`src/rtl/strap_cfg_pkg.sv`:
```
// shared constants for the serial port pair strap configuration logic
package strap_cfg_pkg;

  // ---------------------------------------------------------------------------
  // topology
  // ---------------------------------------------------------------------------
  localparam int unsigned PAIR_COUNT = 8;      // even ports 0,2,..,14
  localparam int unsigned LANE_COUNT = 4;      // lanes a..d per pair

  // ---------------------------------------------------------------------------
  // timing
  // ---------------------------------------------------------------------------
  localparam int unsigned STRAP_HOLD_CYCLES = 10;  // strap stable after reset release
  localparam logic [3:0]  SAMPLE_EDGE       = 4'hA; // capture on the tenth edge

  // ---------------------------------------------------------------------------
  // apb register map (one word per pair, then a status word)
  // ---------------------------------------------------------------------------
  localparam logic [7:0]  CLKSEL_BASE   = 8'h00;  // pair p at CLKSEL_BASE + 4*p
  localparam logic [7:0]  STATUS_ADDR   = 8'h20;  // sampled straps, all pairs
  localparam int unsigned OVR_EN_BIT    = 0;      // override enable
  localparam int unsigned OVR_VAL_BIT   = 1;      // override power-down value
  localparam logic [1:0]  CLKSEL_RESET  = 2'h0;   // override off after reset

  // ---------------------------------------------------------------------------
  // strap meanings
  // ---------------------------------------------------------------------------
  localparam logic MODE_FOUR_LANE = 1'b0;  // lane-mode strap 0
  localparam logic MODE_ONE_LANE  = 1'b1;  // lane-mode strap 1
  localparam logic MODE_DEFAULT   = 1'b0;  // pull-down value
  localparam logic PWRDN_DEFAULT  = 1'b1;  // pull-up value

endpackage : strap_cfg_pkg

```
`src/rtl/pair_lane_cfg.sv`:
```
// per-pair lane routing and power decode from held strap values
`timescale 1ns/1ps
`default_nettype none

module pair_lane_cfg
  import strap_cfg_pkg::*;
(
  input  wire logic       lane_mode_i,      // held lane-mode strap
  input  wire logic       pair_pwrdn_i,     // effective pair power-down
  input  wire logic       odd_pwrdn_i,      // held odd port strap
  output logic            even_up_o,        // even port powered
  output logic            odd_up_o,         // odd port powered
  output logic            odd_avail_o,      // odd port usable
  output logic [3:0]      lane_pwr_o,       // transceiver lane power a..d
  output logic [3:0]      even_lane_sel_o,  // lanes owned by even port
  output logic [3:0]      odd_lane_sel_o    // lanes owned by odd port
);

  // ---------------------------------------------------------------------------
  // decode
  // ---------------------------------------------------------------------------
  always_comb begin
    // lane a always belongs to the even port
    even_lane_sel_o = 4'h1;
    odd_lane_sel_o  = 4'h0;
    if (lane_mode_i == MODE_FOUR_LANE) begin
      // one wide port: b, c, d join lane a
      even_lane_sel_o = 4'hF;
    end else begin
      // two narrow ports: lane b moves to the odd port, c and d idle
      odd_lane_sel_o = 4'h2;
    end
    odd_avail_o = (lane_mode_i == MODE_ONE_LANE);
    even_up_o   = !pair_pwrdn_i;
    // odd port is forced down by effective pair power-down or by four-lane mode
    odd_up_o    = !pair_pwrdn_i && !odd_pwrdn_i && odd_avail_o;
    // pair power acts on the whole macro at once
    lane_pwr_o  = {LANE_COUNT{!pair_pwrdn_i}};
  end

endmodule : pair_lane_cfg
`default_nettype wire

```
`src/rtl/serial_port_lane_strap_config.sv`:
```
// strap sampling, apb override registers and per-pair configuration outputs
`timescale 1ns/1ps
`default_nettype none

module serial_port_lane_strap_config
  import strap_cfg_pkg::*;
(
  input  wire logic                    clk_i,             // core reference clock
  input  wire logic                    reset_i,           // async, active high
  input  wire logic                    test_mode_i,       // pins become outputs
  // strap pins; lane-mode and pair power-down split into in/out/enable, odd power-down input only
  input  wire logic [PAIR_COUNT-1:0]   pair_lane_mode_strap_i,
  input  wire logic [PAIR_COUNT-1:0]   pair_power_down_strap_i,
  input  wire logic [PAIR_COUNT-1:0]   odd_port_power_down_strap_i,
  input  wire logic [PAIR_COUNT-1:0]   strap_test_data_i,  // test drive value
  output logic      [PAIR_COUNT-1:0]   pair_lane_mode_strap_o,
  output logic      [PAIR_COUNT-1:0]   pair_lane_mode_strap_oe_o,
  output logic      [PAIR_COUNT-1:0]   pair_power_down_strap_o,
  output logic      [PAIR_COUNT-1:0]   pair_power_down_strap_oe_o,
  // apb slave
  input  wire logic                    psel,
  input  wire logic                    penable,
  input  wire logic                    pwrite,
  input  wire logic [7:0]              paddr,
  input  wire logic [31:0]             pwdata,
  output logic      [31:0]             prdata,
  output logic                         pready,
  output logic                         pslverr,
  // configuration towards macs and transceivers
  output logic                         cfg_valid_o,
  output logic      [PAIR_COUNT-1:0]   even_port_up_o,
  output logic      [PAIR_COUNT-1:0]   odd_port_up_o,
  output logic      [PAIR_COUNT-1:0]   odd_port_avail_o,
  output logic      [4*PAIR_COUNT-1:0] lane_power_o,
  output logic      [4*PAIR_COUNT-1:0] even_lane_sel_o,
  output logic      [4*PAIR_COUNT-1:0] odd_lane_sel_o
);

  // ---------------------------------------------------------------------------
  // pin synchronisers
  // ---------------------------------------------------------------------------
  logic [PAIR_COUNT-1:0] mode_meta;     // first stage, read by second only
  logic [PAIR_COUNT-1:0] mode_sync;     // usable mode strap
  logic [PAIR_COUNT-1:0] pwr_meta;
  logic [PAIR_COUNT-1:0] pwr_sync;
  logic [PAIR_COUNT-1:0] odd_meta;
  logic [PAIR_COUNT-1:0] odd_sync;

  // two flops per pin; reset values match the pad pulls
  always_ff @(posedge clk_i or posedge reset_i) begin
    if (reset_i) begin
      mode_meta <= {PAIR_COUNT{MODE_DEFAULT}};
      mode_sync <= {PAIR_COUNT{MODE_DEFAULT}};
      pwr_meta  <= {PAIR_COUNT{PWRDN_DEFAULT}};
      pwr_sync  <= {PAIR_COUNT{PWRDN_DEFAULT}};
      odd_meta  <= {PAIR_COUNT{PWRDN_DEFAULT}};
      odd_sync  <= {PAIR_COUNT{PWRDN_DEFAULT}};
    end else begin
      mode_meta <= pair_lane_mode_strap_i;
      mode_sync <= mode_meta;
      pwr_meta  <= pair_power_down_strap_i;
      pwr_sync  <= pwr_meta;
      odd_meta  <= odd_port_power_down_strap_i;
      odd_sync  <= odd_meta;
    end
  end

  // ---------------------------------------------------------------------------
  // capture sequencer
  // ---------------------------------------------------------------------------
  typedef enum logic [1:0] {
    ST_WAIT = 2'b00,   // counting edges after release
    ST_HELD = 2'b01    // straps captured, pins ignored
  } cap_state_e;

  cap_state_e cap_state;
  cap_state_e next_cap_state;
  logic [3:0] edge_cnt;        // edges since reset release
  logic       capture;         // one-cycle capture strobe

  // capture on the tenth edge; the board keeps the straps steady that long
  // edge_cnt stops one past the capture count, so four bits are plenty
  assign capture = (cap_state == ST_WAIT) && (edge_cnt == SAMPLE_EDGE - 4'h1);

  always_comb begin
    next_cap_state = cap_state;
    case (cap_state)
      ST_WAIT: begin
        if (capture) begin
          next_cap_state = ST_HELD;
        end
      end
      ST_HELD: begin
        next_cap_state = ST_HELD;  // only reset leaves this state
      end
      default: begin
        next_cap_state = ST_WAIT;
      end
    endcase
  end

  // state register
  always_ff @(posedge clk_i or posedge reset_i) begin
    if (reset_i) begin
      cap_state <= ST_WAIT;
    end else begin
      cap_state <= next_cap_state;
    end
  end

  // edge counter, frozen once held
  always_ff @(posedge clk_i or posedge reset_i) begin
    if (reset_i) begin
      edge_cnt <= 4'h0;
    end else if (cap_state == ST_WAIT) begin
      edge_cnt <= edge_cnt + 4'h1;
    end
  end

  // ---------------------------------------------------------------------------
  // held strap values
  // ---------------------------------------------------------------------------
  // note: the synchroniser adds two cycles of latency, so the captured value
  // reflects the pin about eight edges after release, inside the hold window
  logic [PAIR_COUNT-1:0] mode_held;
  logic [PAIR_COUNT-1:0] pwr_held;
  logic [PAIR_COUNT-1:0] odd_held;

  always_ff @(posedge clk_i or posedge reset_i) begin
    if (reset_i) begin
      mode_held <= {PAIR_COUNT{MODE_DEFAULT}};
      pwr_held  <= {PAIR_COUNT{PWRDN_DEFAULT}};
      odd_held  <= {PAIR_COUNT{PWRDN_DEFAULT}};
    end else if (capture) begin
      // loaded once; later pin activity never reaches these flops
      mode_held <= mode_sync;
      pwr_held  <= pwr_sync;
      odd_held  <= odd_sync;
    end
  end

  // config is only trusted after capture
  always_ff @(posedge clk_i or posedge reset_i) begin
    if (reset_i) begin
      cfg_valid_o <= 1'b0;
    end else begin
      cfg_valid_o <= (next_cap_state == ST_HELD);
    end
  end

  // ---------------------------------------------------------------------------
  // apb registers: one clock-select word per pair
  // ---------------------------------------------------------------------------
  logic [1:0] clksel [PAIR_COUNT];  // {override value, override enable}
  logic       apb_access;           // access phase
  logic       hit_clksel;
  logic       hit_status;
  logic [2:0] reg_idx;

  assign apb_access = psel && penable;
  assign reg_idx    = paddr[4:2];
  assign hit_clksel = (paddr[7:5] == CLKSEL_BASE[7:5]) && (paddr[1:0] == 2'h0);
  assign hit_status = (paddr == STATUS_ADDR);

  // writes land in the access phase; zero wait states
  always_ff @(posedge clk_i or posedge reset_i) begin
    if (reset_i) begin
      for (int i = 0; i < PAIR_COUNT; i++) begin
        clksel[i] <= CLKSEL_RESET;
      end
    end else if (apb_access && pwrite && hit_clksel) begin
      clksel[reg_idx] <= pwdata[1:0];
    end
  end

  // read data registered during setup so it is ready in the access phase
  always_ff @(posedge clk_i or posedge reset_i) begin
    if (reset_i) begin
      prdata <= 32'h0;
    end else if (psel && !penable && !pwrite) begin
      if (hit_clksel) begin
        prdata <= {30'h0, clksel[reg_idx]};
      end else if (hit_status) begin
        // held straps and capture flag, software sees the sampled state
        prdata <= {7'h0, cfg_valid_o, odd_held, pwr_held, mode_held};
      end else begin
        prdata <= 32'h0;  // unmapped reads zero
      end
    end
  end

  // ready and error raised for the access phase only
  always_ff @(posedge clk_i or posedge reset_i) begin
    if (reset_i) begin
      pready  <= 1'b0;
      pslverr <= 1'b0;
    end else begin
      pready  <= psel && !penable;
      pslverr <= psel && !penable && !(hit_clksel || (hit_status && !pwrite));
    end
  end

  // ---------------------------------------------------------------------------
  // effective power-down and per-pair decode
  // ---------------------------------------------------------------------------
  logic [PAIR_COUNT-1:0]   pwr_eff;   // after software override
  logic [PAIR_COUNT-1:0]   next_even_up;
  logic [PAIR_COUNT-1:0]   next_odd_up;
  logic [PAIR_COUNT-1:0]   next_odd_avail;
  logic [4*PAIR_COUNT-1:0] next_lane_pwr;
  logic [4*PAIR_COUNT-1:0] next_even_sel;
  logic [4*PAIR_COUNT-1:0] next_odd_sel;

  genvar p;
  generate
    for (p = 0; p < PAIR_COUNT; p++) begin : g_pair
      // software override wins over the sampled strap
      assign pwr_eff[p] = clksel[p][OVR_EN_BIT] ? clksel[p][OVR_VAL_BIT]
                                                : pwr_held[p];

      pair_lane_cfg u_cfg (
        .lane_mode_i     (mode_held[p]),
        .pair_pwrdn_i    (pwr_eff[p]),
        .odd_pwrdn_i     (odd_held[p]),
        .even_up_o       (next_even_up[p]),
        .odd_up_o        (next_odd_up[p]),
        .odd_avail_o     (next_odd_avail[p]),
        .lane_pwr_o      (next_lane_pwr[4*p +: 4]),
        .even_lane_sel_o (next_even_sel[4*p +: 4]),
        .odd_lane_sel_o  (next_odd_sel[4*p +: 4])
      );
    end
  endgenerate

  // register outputs; everything powered down until capture completes
  always_ff @(posedge clk_i or posedge reset_i) begin
    if (reset_i) begin
      even_port_up_o   <= '0;
      odd_port_up_o    <= '0;
      odd_port_avail_o <= '0;
      lane_power_o     <= '0;
      even_lane_sel_o  <= '0;
      odd_lane_sel_o   <= '0;
    end else if (cap_state == ST_HELD) begin
      even_port_up_o   <= next_even_up;
      odd_port_up_o    <= next_odd_up;
      odd_port_avail_o <= next_odd_avail;
      lane_power_o     <= next_lane_pwr;
      even_lane_sel_o  <= next_even_sel;
      odd_lane_sel_o   <= next_odd_sel;
    end
  end

  // ---------------------------------------------------------------------------
  // test-mode pin drive
  // ---------------------------------------------------------------------------
  // the enables are flops so the pads never glitch out of test mode
  always_ff @(posedge clk_i or posedge reset_i) begin
    if (reset_i) begin
      pair_lane_mode_strap_oe_o  <= '0;
      pair_power_down_strap_oe_o <= '0;
      pair_lane_mode_strap_o     <= '0;
      pair_power_down_strap_o    <= '0;
    end else begin
      pair_lane_mode_strap_oe_o  <= {PAIR_COUNT{test_mode_i}};
      pair_power_down_strap_oe_o <= {PAIR_COUNT{test_mode_i}};
      pair_lane_mode_strap_o     <= strap_test_data_i;
      pair_power_down_strap_o    <= strap_test_data_i;
    end
  end

  // ---------------------------------------------------------------------------
  // assertions
  // ---------------------------------------------------------------------------
  // pair 0 stands for all pairs; the generate loop makes them identical
  a_capture_edge: assert property (@(posedge clk_i) disable iff (reset_i)
    $rose(cfg_valid_o) |-> $past(edge_cnt) == SAMPLE_EDGE - 4'h1)
    else $error("capture not on tenth edge");

  a_held_stable: assert property (@(posedge clk_i) disable iff (reset_i)
    (cap_state == ST_HELD) && $past(cap_state == ST_HELD) |-> $stable(mode_held) && $stable(pwr_held))
    else $error("held strap changed after capture");

  a_lane_a_even: assert property (@(posedge clk_i) disable iff (reset_i)
    cfg_valid_o |=> even_lane_sel_o[0])
    else $error("lane a left the even port");

  a_four_lane: assert property (@(posedge clk_i) disable iff (reset_i)
    cfg_valid_o && !mode_held[0] |=> even_lane_sel_o[3:0] == 4'hF && !odd_port_avail_o[0])
    else $error("four-lane decode wrong");

  a_one_lane: assert property (@(posedge clk_i) disable iff (reset_i)
    cfg_valid_o && mode_held[0] |=> odd_lane_sel_o[3:0] == 4'h2 && even_lane_sel_o[3:0] == 4'h1)
    else $error("one-lane decode wrong");

  a_pair_down: assert property (@(posedge clk_i) disable iff (reset_i)
    cfg_valid_o && pwr_eff[0] |=> !even_port_up_o[0] && !odd_port_up_o[0] && lane_power_o[3:0] == 4'h0)
    else $error("pair not powered down");

  a_override_wins: assert property (@(posedge clk_i) disable iff (reset_i)
    cfg_valid_o && clksel[0][OVR_EN_BIT]
      |=> lane_power_o[3:0] == {4{!$past(clksel[0][OVR_VAL_BIT])}})
    else $error("override ignored");

  a_oe_test_only: assert property (@(posedge clk_i) disable iff (reset_i)
    !$past(test_mode_i) |-> pair_lane_mode_strap_oe_o == '0 && pair_power_down_strap_oe_o == '0)
    else $error("strap pin driven outside test mode");

  a_odd_forced_down: assert property (@(posedge clk_i) disable iff (reset_i)
    cfg_valid_o && !mode_held[0] |=> !odd_port_up_o[0])
    else $error("odd port up in four-lane mode");

  // nothing reaches the ports until the straps are held
  a_off_before_capture: assert property (@(posedge clk_i) disable iff (reset_i)
    !cfg_valid_o |-> lane_power_o == '0 && even_port_up_o == '0 && odd_port_up_o == '0)
    else $error("port configured before capture");

  a_pair_up: assert property (@(posedge clk_i) disable iff (reset_i)
    cfg_valid_o && !pwr_eff[0] |=> even_port_up_o[0] && lane_power_o[3:0] == 4'hF)
    else $error("pair not powered up");

  a_odd_follows_strap: assert property (@(posedge clk_i) disable iff (reset_i)
    cfg_valid_o && mode_held[0] && !pwr_eff[0] |=> odd_port_up_o[0] == !$past(odd_held[0]))
    else $error("odd port ignores its strap");

  c_capture:   cover property (@(posedge clk_i) disable iff (reset_i) $rose(cfg_valid_o));
  c_one_lane:  cover property (@(posedge clk_i) disable iff (reset_i) cfg_valid_o && mode_held[0]);
  c_override:  cover property (@(posedge clk_i) disable iff (reset_i) clksel[0][OVR_EN_BIT]);
  c_apb_write: cover property (@(posedge clk_i) disable iff (reset_i) apb_access && pwrite && pready);
  c_pair_down: cover property (@(posedge clk_i) disable iff (reset_i) cfg_valid_o && pwr_eff[0]);

endmodule : serial_port_lane_strap_config
`default_nettype wire

```
`config.mk`:
```
export PLATFORM = sky130hd
export DESIGN_NAME = serial_port_lane_strap_config
export DESIGN_NICKNAME = d
export VERILOG_FILES = /design/src/rtl/strap_cfg_pkg.sv /design/src/rtl/pair_lane_cfg.sv /design/src/rtl/serial_port_lane_strap_config.sv
export SDC_FILE = /design/constraint.sdc
export NUM_CORES = 1
export LEC_CHECK = 0
export BUFFER_PORTS_ARGS = -buffer_cell sky130_fd_sc_hd__buf_2
export CORE_MARGIN = 10
export CORE_UTILIZATION = 49
export DETAILED_ROUTE_END_ITERATION = 16
export PLACE_DENSITY = 0.8
export REMOVE_ABC_BUFFERS = 1
export SLEW_MARGIN = 20
export SYNTH_ARGS = -nofsm -noshare
export SYNTH_HDL_FRONTEND = slang
export SYNTH_SLANG_ARGS = --single-unit
```
`constraint.sdc`:
```
create_clock -name clk_i -period 5.35 [get_ports clk_i]
set_clock_uncertainty 0.05 [all_clocks]
set_input_delay 0.2675 -clock clk_i [delete_from_list [all_inputs] [get_ports clk_i]]
set_output_delay 0.2675 -clock clk_i [all_outputs]
set_load 0.05 [all_outputs]
```
# Yosys cells after proc, flatten, opt, wreduce, memory -nomap -nowiden
# Cells that the tools add are included.
dict set report totals {
  regBits 255
  in_bits 78
  out_inout_bits 187
}
dict set report op_classes {
  add_sub_neg 1
  magnitude_cmp 2
  eq_ne 4
  muxes 34
  bitwise 1
  n_reduce_logical 49
}
# op count
set op_table {}
lappend op_table {{$mux W25} 2}
lappend op_table {{$mux W4} 8}
lappend op_table {{$logic_and A1 B1 Y1} 26}
lappend op_table {{$mux W2} 12}
lappend op_table {{$logic_not A1 Y1} 19}
lappend op_table {{$bwmux W16} 1}
lappend op_table {{$eq A8 B6 Y1 const B} 1}
lappend op_table {{$mux W1} 8}
lappend op_table {{$bmux W2 S3} 1}
lappend op_table {{$demux W2 S3} 1}
lappend op_table {{$add A4 B1 Y4 const B} 1}
lappend op_table {{$eq A2 B1 Y1 const B} 2}
lappend op_table {{$eq A4 B4 Y1 const B} 1}
lappend op_table {{$ge A4 B4 Y1 const B} 1}
lappend op_table {{$logic_not A2 Y1} 2}
lappend op_table {{$lt A4 B1 Y1 const B} 1}
lappend op_table {{$not A3 Y4} 1}
lappend op_table {{$pmux W2 S2} 1}
lappend op_table {{$logic_not A3 Y1} 1}
lappend op_table {{$logic_or A1 B1 Y1} 1}

# Depth between registers and ports, before layout
# Gate-level depths: netlist of run 1.
dict set report depth {
  ltp_word 6
  depth_mapped 6
  mapped_depth_nobuf 4
}

# Cells and area by module
# Synthesis of run 1 repeated with hierarchy kept, for this count alone.
dict set report hier_totals {
  hier_cells 692
  area_unflattened_um2 10251.1
}
# mod n_inst cells_per_inst area_per_inst_um2 seq_area_each_um2
set by_module_without_submodules {}
lappend by_module_without_submodules {serial_port_lane_strap_config 1 556 9310.2 6341.1}
lappend by_module_without_submodules {pair_lane_cfg 8 17 117.6 0.0}

# Worst setup path after synthesis of run 1
# No wires, ideal clock.
dict set report synth_path {
  path_type {input -> register}
  start {input port paddr[7]}
  end {register clksel[0] (netlist name)}
  arrival_time_ns 1.581
  setup_slack_ns 3.591
  cell_stages 4
  path_buffers 1
  cell_sequence {or4_4 > buf_6 > nor4_2 > mux2_1}
}
dict set report synth_between {
  elab_chain_cells 3
}
# item line
set synth_rtl {}
lappend synth_rtl {{from (decl)} serial_port_lane_strap_config.sv:24} ;# input wire logic [7:0] paddr,
lappend synth_rtl {{$logic_not A3 Y1} serial_port_lane_strap_config.sv:162} ;# assign hit_clksel = (paddr[7:5] == CLKSEL_BASE[7:5]) && (paddr[1:0] == 2'h0);
lappend synth_rtl {{$logic_and A1 B1 Y1} serial_port_lane_strap_config.sv:162}
lappend synth_rtl {{$logic_and A1 B1 Y1} serial_port_lane_strap_config.sv:171} ;# end else if (apb_access && pwrite && hit_clksel) begin
lappend synth_rtl {{to (signal, indexed assignment)} serial_port_lane_strap_config.sv:172} ;# clksel[reg_idx] <= pwdata[1:0];
lappend synth_rtl {{to (decl)} serial_port_lane_strap_config.sv:154} ;# logic [1:0] clksel [PAIR_COUNT];
# Every way passes these cells.
# A chain may end at the register's enable or synchronous reset.

# Worst setup path after layout of run 1
dict set report layout_path {
  start {input port penable}
  end {register prdata[1]}
}
dict set report layout_between {
  elab_chain_cells 3
}
# item line
set layout_rtl {}
lappend layout_rtl {{from (decl)} serial_port_lane_strap_config.sv:22} ;# input wire logic penable,
lappend layout_rtl {{$logic_not A1 Y1} serial_port_lane_strap_config.sv:180} ;# end else if (psel && !penable && !pwrite) begin
lappend layout_rtl {{$logic_and A1 B1 Y1 (2 in a row)} serial_port_lane_strap_config.sv:180}
lappend layout_rtl {{to (signal assigned)} serial_port_lane_strap_config.sv:182} ;# prdata <= {30'h0, clksel[reg_idx]};
lappend layout_rtl {{to (signal assigned)} serial_port_lane_strap_config.sv:185} ;# prdata <= {7'h0, cfg_valid_o, odd_held, pwr_held, mode_held};
lappend layout_rtl {{to (decl)} serial_port_lane_strap_config.sv:26} ;# output logic [31:0] prdata,
# Every way passes these cells.

==> impl_metrics.yaml, run 1 <==
critical_path:
  critical_path.endpoint_type: "flop"
  startpoint_of_the_worst_slack_reg_to_reg_timing_path: "cap_state[1]"
  cp-endpoint: "prdata[1]"
  crit_path_top_delay_cell: "sky130_fd_sc_hd__or3b_2"
  worstPathArrival_ns: 2.41
  reg2regPathDepth: 3
  worst_case_register_to_register_setup_slack_ns: 3.22
  crit_chain: "dlygate4sd3_1 -> buf_2 -> or3b_2 -> or3_1 -> o211ai_1"
  rr_endpoint: "mode_held[4]"
  highest_fanout_seen_on_the_critical_path: 26
  endpoint_required_time_on_the_critical_path_ns: 5.63
  critical_path.startpoint: "penable"
  crit_path_max_incr_delay_ns: 0.80
  worst_setup_path_start_kind: "input pin"
  timing_worst_setup_path_type: "input pin to flop"
clock_tree:
  cts.root.buffer_cell: "sky130_fd_sc_hd__clkbuf_16"
  cts_sinks: 164
  clk_latency_ns: 0.42
  clkTransAtPathRegs_ns: 0.06
  post_cts_buffers: 0
  clk_path_buf_depth: 2
  clock_tree.htree_level_count: 4
  cts_tree: "yes"
  cts_inserted_buffers: 17
timing:
  tightestPinTransition_ns: 0.9045
  post_route_fraction_of_the_period_consumed_by_the_critical_path_pct: 39.79
  post-route-min-period_ns: 2.129
  timing.setup.tns_ns: 0
  setup_viol_count_final: 0
  fmax_mhz: 469.8
  finalWorstSetupSlack_ns: 3.221
  report.final.hold_viol_count: 0
  timing.max_slew.rel_slack_pct: 39.70
  setup_repair_after_global_routing_missed_its_margin: "false"
  worst_hold_slack_ns: 0.09351
  drv_slew: 0
outcome:
  run_status: "complete, no violations"
synthesis:
  synth_flop_cell: "sky130_fd_sc_hd__dfrtp_1"
  post_synth_top_area_share_pct: 42.84
  gate_count_of_the_mapped_netlist: 502
  number_of_enable_type_register_cells_in_the_synthesized_netlist: 0
  synthesis.area_sq_mm: 0.006775
  number_of_distinct_library_cells_after_synthesis: 42
  synth.avg_cell_area_sq_um: 13.50
  ys_ff_latch: 164
  synthDominantAreaCellType: "sky130_fd_sc_hd__dfrtp_1"
  synth_area_leaders: "sky130_fd_sc_hd__dfrtp_1 43%, sky130_fd_sc_hd__dfstp_2 19%, sky130_fd_sc_hd__buf_4 13%"
  ys_seq_area_share_pct: 61.46
  postSynth.asyncResetShare_pct: 100.0
  synthesis.yosys.warnings: 0
placement:
  gp_congestion: 0.7814
  detailedPlace.worstSlack_ns: 2.923
  dp.cells: 776
  place.detailed.hpwl_microns: 10620
  port_buffers: 203
floorplanning:
  dieHeight_microns: 137.6
  initial_util_pct: 50.56
  core.rowCount: 42
  die_area_sq_mm: 0.01893
  placeable_area_sq_mm: 0.01340
  die_width_microns: 137.6
  pin_count: 265
min_path:
  hold_class: "input pin to flop"
job:
  max-cap-violations: 0
power:
  p_sw_share_pct: 44.64
  power.density_mw_per_mm2: 623.1
  leakage_power_summed_over_all_cells_uw: 0.004102
  combinationalPowerShare_pct: 39.9
  power.ir.vdd_worst_mv: 0.4320
  switching_power_uw: 2266
  pnr_total_power_uw: 5075
  seqPwrFrac_pct: 34.2
  internal_power_uw: 2809
  clockPowerShare_pct: 25.9
cells_and_area:
  antenna_cells: 0
  final_cell_count_no_fill: 843
  layout.cells.most_common: "sky130_fd_sc_hd__buf_2"
  area_growth_syn_to_layout_pct: 20.20
  num-fill-cells: 1028
  post_route_cells_drive_above_1_share_pct: 50.22
  top_library_cells_by_usage_in_the_layout_fill_and_taps_aside: "203 x sky130_fd_sc_hd__buf_2, 116 x sky130_fd_sc_hd__dfrtp_1, 48 x sky130_fd_sc_hd__dfstp_2"
  layout.nets: 734
route:
  post_drt_wl_per_cell_microns: 18.23
  ant_nets: 0
  drt_iter0_markers: 169
  route.vias.total: 4101
  drc_errors: 0
  routed_wirelength_microns: 15370
  vias_per_cell: 4.865
  number_of_detailed_routing_iterations_run_before_antenna_repair: 4
grt:
  gr-total-overflow: 0
  grtUsageTotal_pct: 16.36
  grt_max_degree: 90
  antenna_found_initial: 0
  grt_first_pass_wirelength_microns: 23850
  number_of_global_route_vias_before_repair: 4428
==> Yosys cell counts, drive strengths merged (2+ instances only) <==
cell	number
or3b	4
o41ai	8
nand4	3
buf	125
nor4	9
xnor2	2
clkbuf	13
ha	2
o21ai	25
or3	2
nand2b	4
a22o	23
inv	10
nor2	2
dfstp	48
o211ai	2
nand3	2
nand3b	3
mux2i	2
mux2	48
mux4	4
nand2	35
dfrtp	116
==> logic make-up after synthesis <==
| group | Yosys count | synth area share [%] |
|---|---|---|
| flip-flops | 164 | 61.46 |
| buffers and inverters | 148 | 15.35 |
| AO/OA/AOI/OAI | 60 | 6.260 |
| AND/OR/NAND/NOR | 70 | 6.519 |
| XOR/XNOR | 3 | 0.3879 |
| other | 1 | 0.05535 |
| multiplexers | 54 | 9.603 |
| adder cells (fa/ha/maj) | 2 | 0.3693 |
==> power groups by stage <==
stage / Combinational [uW] / Sequential (uW) / Clock, uW
after floorplan: 341 / 2910 / 0
after global placement: 2000 / 1730 / 0
after detailed placement: 2030 / 1750 / 0
after CTS: 2050 / 1740 / 1340
after global routing: 2120 / 1780 / 1390
final: 2030 / 1730 / 1310
==> stage by stage <==
step | util, % | instance area, sq um
2_1_floorplan | - | 5889
5_1_grt | 60.78 | 8144
6_report | 60.78 | 8144
3_5_place_dp | 53.35 | 7149
3_3_place_gp | 53.35 | 7149
4_1_cts | 60.77 | 8143
==> cell type report <==
cell class / instances / area [sq um] / area share [%]
clock buffers: 23 / 467.9 / 5.746
clock inverters: 9 / 175.2 / 2.151
inverters: 10 / 42.54 / 0.5224
multi-input cells: 221 / 1693 / 20.79
flip-flops and latches: 164 / 4164 / 51.13
well taps: 176 / 220.2 / 2.704
repair buffers: 240 / 1381 / 16.96
==> worst min path at each step <==
| stage | startpoint | end | slack [ns] | cells past startpoint |
|---|---|---|---|---|
| floorplan | odd_port_power_down_strap_i[0] | odd_meta[0] | 0.22 | 0 |
| global placement | mode_meta[6] | mode_sync[6] | 0.28 | 0 |
| detailed placement | mode_meta[0] | mode_sync[0] | 0.28 | 0 |
| CTS | psel | pready | 0.08 | 2 |
| global route | psel | pready | 0.09 | 2 |
| finish | psel | pready | 0.09 | 2 |
==> critical path, delay by kind of cell <==
family          cells  cell delay [ns]
compound gates      1             0.20
buf+inv             2             0.69
simple gates        2             1.25
==> flip-flops by register name, indices dropped and copies added, names as in the netlist, 2 cells and up <==
name	flops
clksel	16
pwr_sync	8
odd_sync	8
odd_port_up_o	8
odd_meta	8
prdata	25
pwr_meta	8
even_port_up_o	8
odd_held	8
pwr_held	8
odd_lane_sel_o	8
cap_state	2
mode_held	8
mode_sync	8
mode_meta	8
even_lane_sel_o	9
pair_power_down_strap_o	8
edge_cnt	4
==> routing by layer <==
layer / routed length (microns) / track usage, %
met4: 276 / 6.089
met3: 1614 / 5.936
met5: 0 / 0
met2: 7713 / 27.83
met1: 5763 / 18.44
==> what timing repair did <==
item                                   CTS  global route
setup endpoints to repair                0             0
endpoints found under the hold margin  100             0
gates resized for setup                  0             0
hold buffers                            35             0
Note: power is estimated with default switching activity, not from simulation.
==> run 2: changes to the inputs <==
Clock period 5.35 ns to 2.1 ns, I/O delays scaled along.
==> run 2 against run 1 <==
Net effect: via count up 1.9%; clock power rose to 2.5 times the previous value; total power rose to 2.6 times the previous value; worst hold slack worse by 0.045 ns; routed wire length down 0.57%; first-iteration DRC count down 12%; flip-flop and latch count unchanged; non-clock buffer count up 16; die area unchanged; critical endpoint is now clksel[10].
==> impl_metrics.yaml, run 2 (same netlist as run 1, synthesis figures left out) <==
clock_tree:
  cts_sinks: 164
  post_cts_buffers: 0
  clock_tree.htree_level_count: 4
  cts_hold_buffers: 40
  clk_path_buf_depth: 2
  cts_tree: "yes"
  cts.root.buffer_cell: "sky130_fd_sc_hd__clkbuf_16"
  clkTransAtPathRegs_ns: 0.06
  number_of_resized_instances_in_the_post_cts_repair_step: 0
  cts_inserted_buffers: 17
  clk_latency_ns: 0.42
critical_path:
  rr_endpoint: "mode_held[2]"
  timing_worst_setup_path_type: "input pin to flop"
  worst_case_register_to_register_setup_slack_ns: 0.47
  worst-path-buf-inv: 2
  worst_setup_path_start_kind: "input pin"
  critical_path.endpoint_type: "flop"
  reg2regPathDepth: 5
  worst_path_dominant_cell_family: "simple AND/OR/NAND/NOR gates"
  crit_path_top_delay_cell: "sky130_fd_sc_hd__or4_4"
  crit_path_max_incr_delay_ns: 0.60
  startpoint_of_the_worst_slack_reg_to_reg_timing_path: "edge_cnt[1]"
  worstPathArrival_ns: 2.09
  highest_fanout_seen_on_the_critical_path: 9
  cp-endpoint: "clksel[10]"
  endpoint_required_time_on_the_critical_path_ns: 2.35
  crit_chain: "dlygate4sd3_1 -> buf_2 -> or4_4 -> nor4_2 -> mux2_1"
  critical_path.startpoint: "paddr[1]"
  critical_path_cell_count: 5
timing:
  fmax_mhz: 542.9
  report.final.hold_viol_count: 0
  setup_repair_after_global_routing_missed_its_margin: "false"
  post-route-min-period_ns: 1.842
  setup_viol_count_final: 0
  timing.max_slew.rel_slack_pct: 58.20
  finalWorstSetupSlack_ns: 0.2581
  post_route_fraction_of_the_period_consumed_by_the_critical_path_pct: 87.71
  drv_slew: 0
  tightestPinTransition_ns: 0.6212
floorplanning:
  dieHeight_microns: 137.6
  die_width_microns: 137.6
  initial_util_pct: 50.56
  pin_count: 265
  placeable_area_sq_mm: 0.01340
  die_area_sq_mm: 0.01893
  core.rowCount: 42
cells_and_area:
  layout_top_registers: "prdata x25, clksel x16, even_lane_sel_o x9"
  top_register: "prdata"
  layout.cells.most_common: "sky130_fd_sc_hd__buf_2"
  area_growth_syn_to_layout_pct: 22.51
  largest_reg_flops: 25
  top_library_cells_by_usage_in_the_layout_fill_and_taps_aside: "203 x sky130_fd_sc_hd__buf_2, 116 x sky130_fd_sc_hd__dfrtp_1, 48 x sky130_fd_sc_hd__dfstp_2"
  antenna_cells: 0
  post_route_cells_drive_above_1_share_pct: 50.37
  final_cell_count_no_fill: 859
  layout.nets: 750
route:
  drc_errors: 0
  ant_nets: 0
  number_of_detailed_routing_iterations_run_before_antenna_repair: 4
  vias_per_cell: 4.864
  routed_wirelength_microns: 15280
  post_drt_wl_per_cell_microns: 17.79
  route.vias.total: 4178
  drt_iter0_markers: 149
grt:
  antenna_found_initial: 0
  number_of_global_route_vias_before_repair: 4505
  grt_max_degree: 57
  grtUsageTotal_pct: 16.17
  gr-total-overflow: 0
  grt_first_pass_wirelength_microns: 23810
placement:
  dp.cells: 787
  place.detailed.hpwl_microns: 11070
  gp_congestion: 0.7933
  port_buffers: 203
  detailedPlace.worstSlack_ns: 0.3184
power:
  p_sw_share_pct: 44.48
  combinationalPowerShare_pct: 40.1
  internal_power_uw: 7186
  power.density_mw_per_mm2: 1559
  seqPwrFrac_pct: 34.1
  clockPowerShare_pct: 25.8
  leakage_power_summed_over_all_cells_uw: 0.004192
  switching_power_uw: 5756
  power.ir.vdd_worst_mv: 1.162
outcome:
  run_status: "complete, no violations"
job:
  max-cap-violations: 0
min_path:
  hold_class: "input pin to flop"
==> run 2: worst register-to-register path: stages (launching register included) <==
cell                      delay (ns)
sky130_fd_sc_hd__dfrtp_1        0.41
sky130_fd_sc_hd__inv_1          0.07
sky130_fd_sc_hd__ha_1           0.13
sky130_fd_sc_hd__and4b_2        0.22
sky130_fd_sc_hd__buf_4          0.25
sky130_fd_sc_hd__mux2_2         0.37
==> run 2: routing by layer <==
layer	vias to the layer above	track usage (%)	share of wire (%)
li1	1903	-	-
met1	2083	17.71	37
met2	172	27.94	51
met3	20	6.191	11
met4	0	5.855	1.6
met5	-	0	0
==> run 2: worst min path at each step <==
stage	startpoint	end	slack (ns)	cells past startpoint
after floorplan	odd_port_power_down_strap_i[0]	odd_meta[0]	0.06	0
after global placement	reset_i	pair_power_down_strap_o[7]	0.13	2
after detailed placement	reset_i	pair_power_down_strap_o[2]	0.14	2
after CTS	pwrite	pslverr	0.03	3
after global routing	psel	pslverr	0.07	3
final	pwrite	pslverr	0.05	3
==> run 2: metrics by stage <==
step / utilization [%] / TNS [ns] / hold slack, ns / area (sq um) / power (uW)
6_report: 61.94 / 0 / 0.04807 / 8300 / 12940
5_1_grt: 61.94 / 0 / 0.07485 / 8300 / 13510
4_1_cts: 61.94 / 0 / 0.03390 / 8300 / 13090
3_5_place_dp: 54.16 / 0 / 0.1392 / 7257 / 9656
3_3_place_gp: 54.16 / 0 / 0.1305 / 7257 / 9535
2_1_floorplan: - / -394.32 / 0.05948 / 5889 / 8220
==> run 2: power by group through the flow <==
stage                     Sequential, uW  Combinational, uW  Clock, uW
after floorplan                     7350                867          0
after detailed placement            4470               5180          0
after global routing                4540               5420       3550
after CTS                           4430               5240       3420
final                               4420               5190       3340
after global placement              4410               5130          0
==> run 2: cell type report <==
cell class,count,area (sq um)
flip-flops and latches,164,4164
clock inverters,9,175.2
repair buffers,256,1539
well taps,176,220.2
inverters,10,42.54
multi-input cells,221,1692
clock buffers,23,467.9
fillers,1011,5100
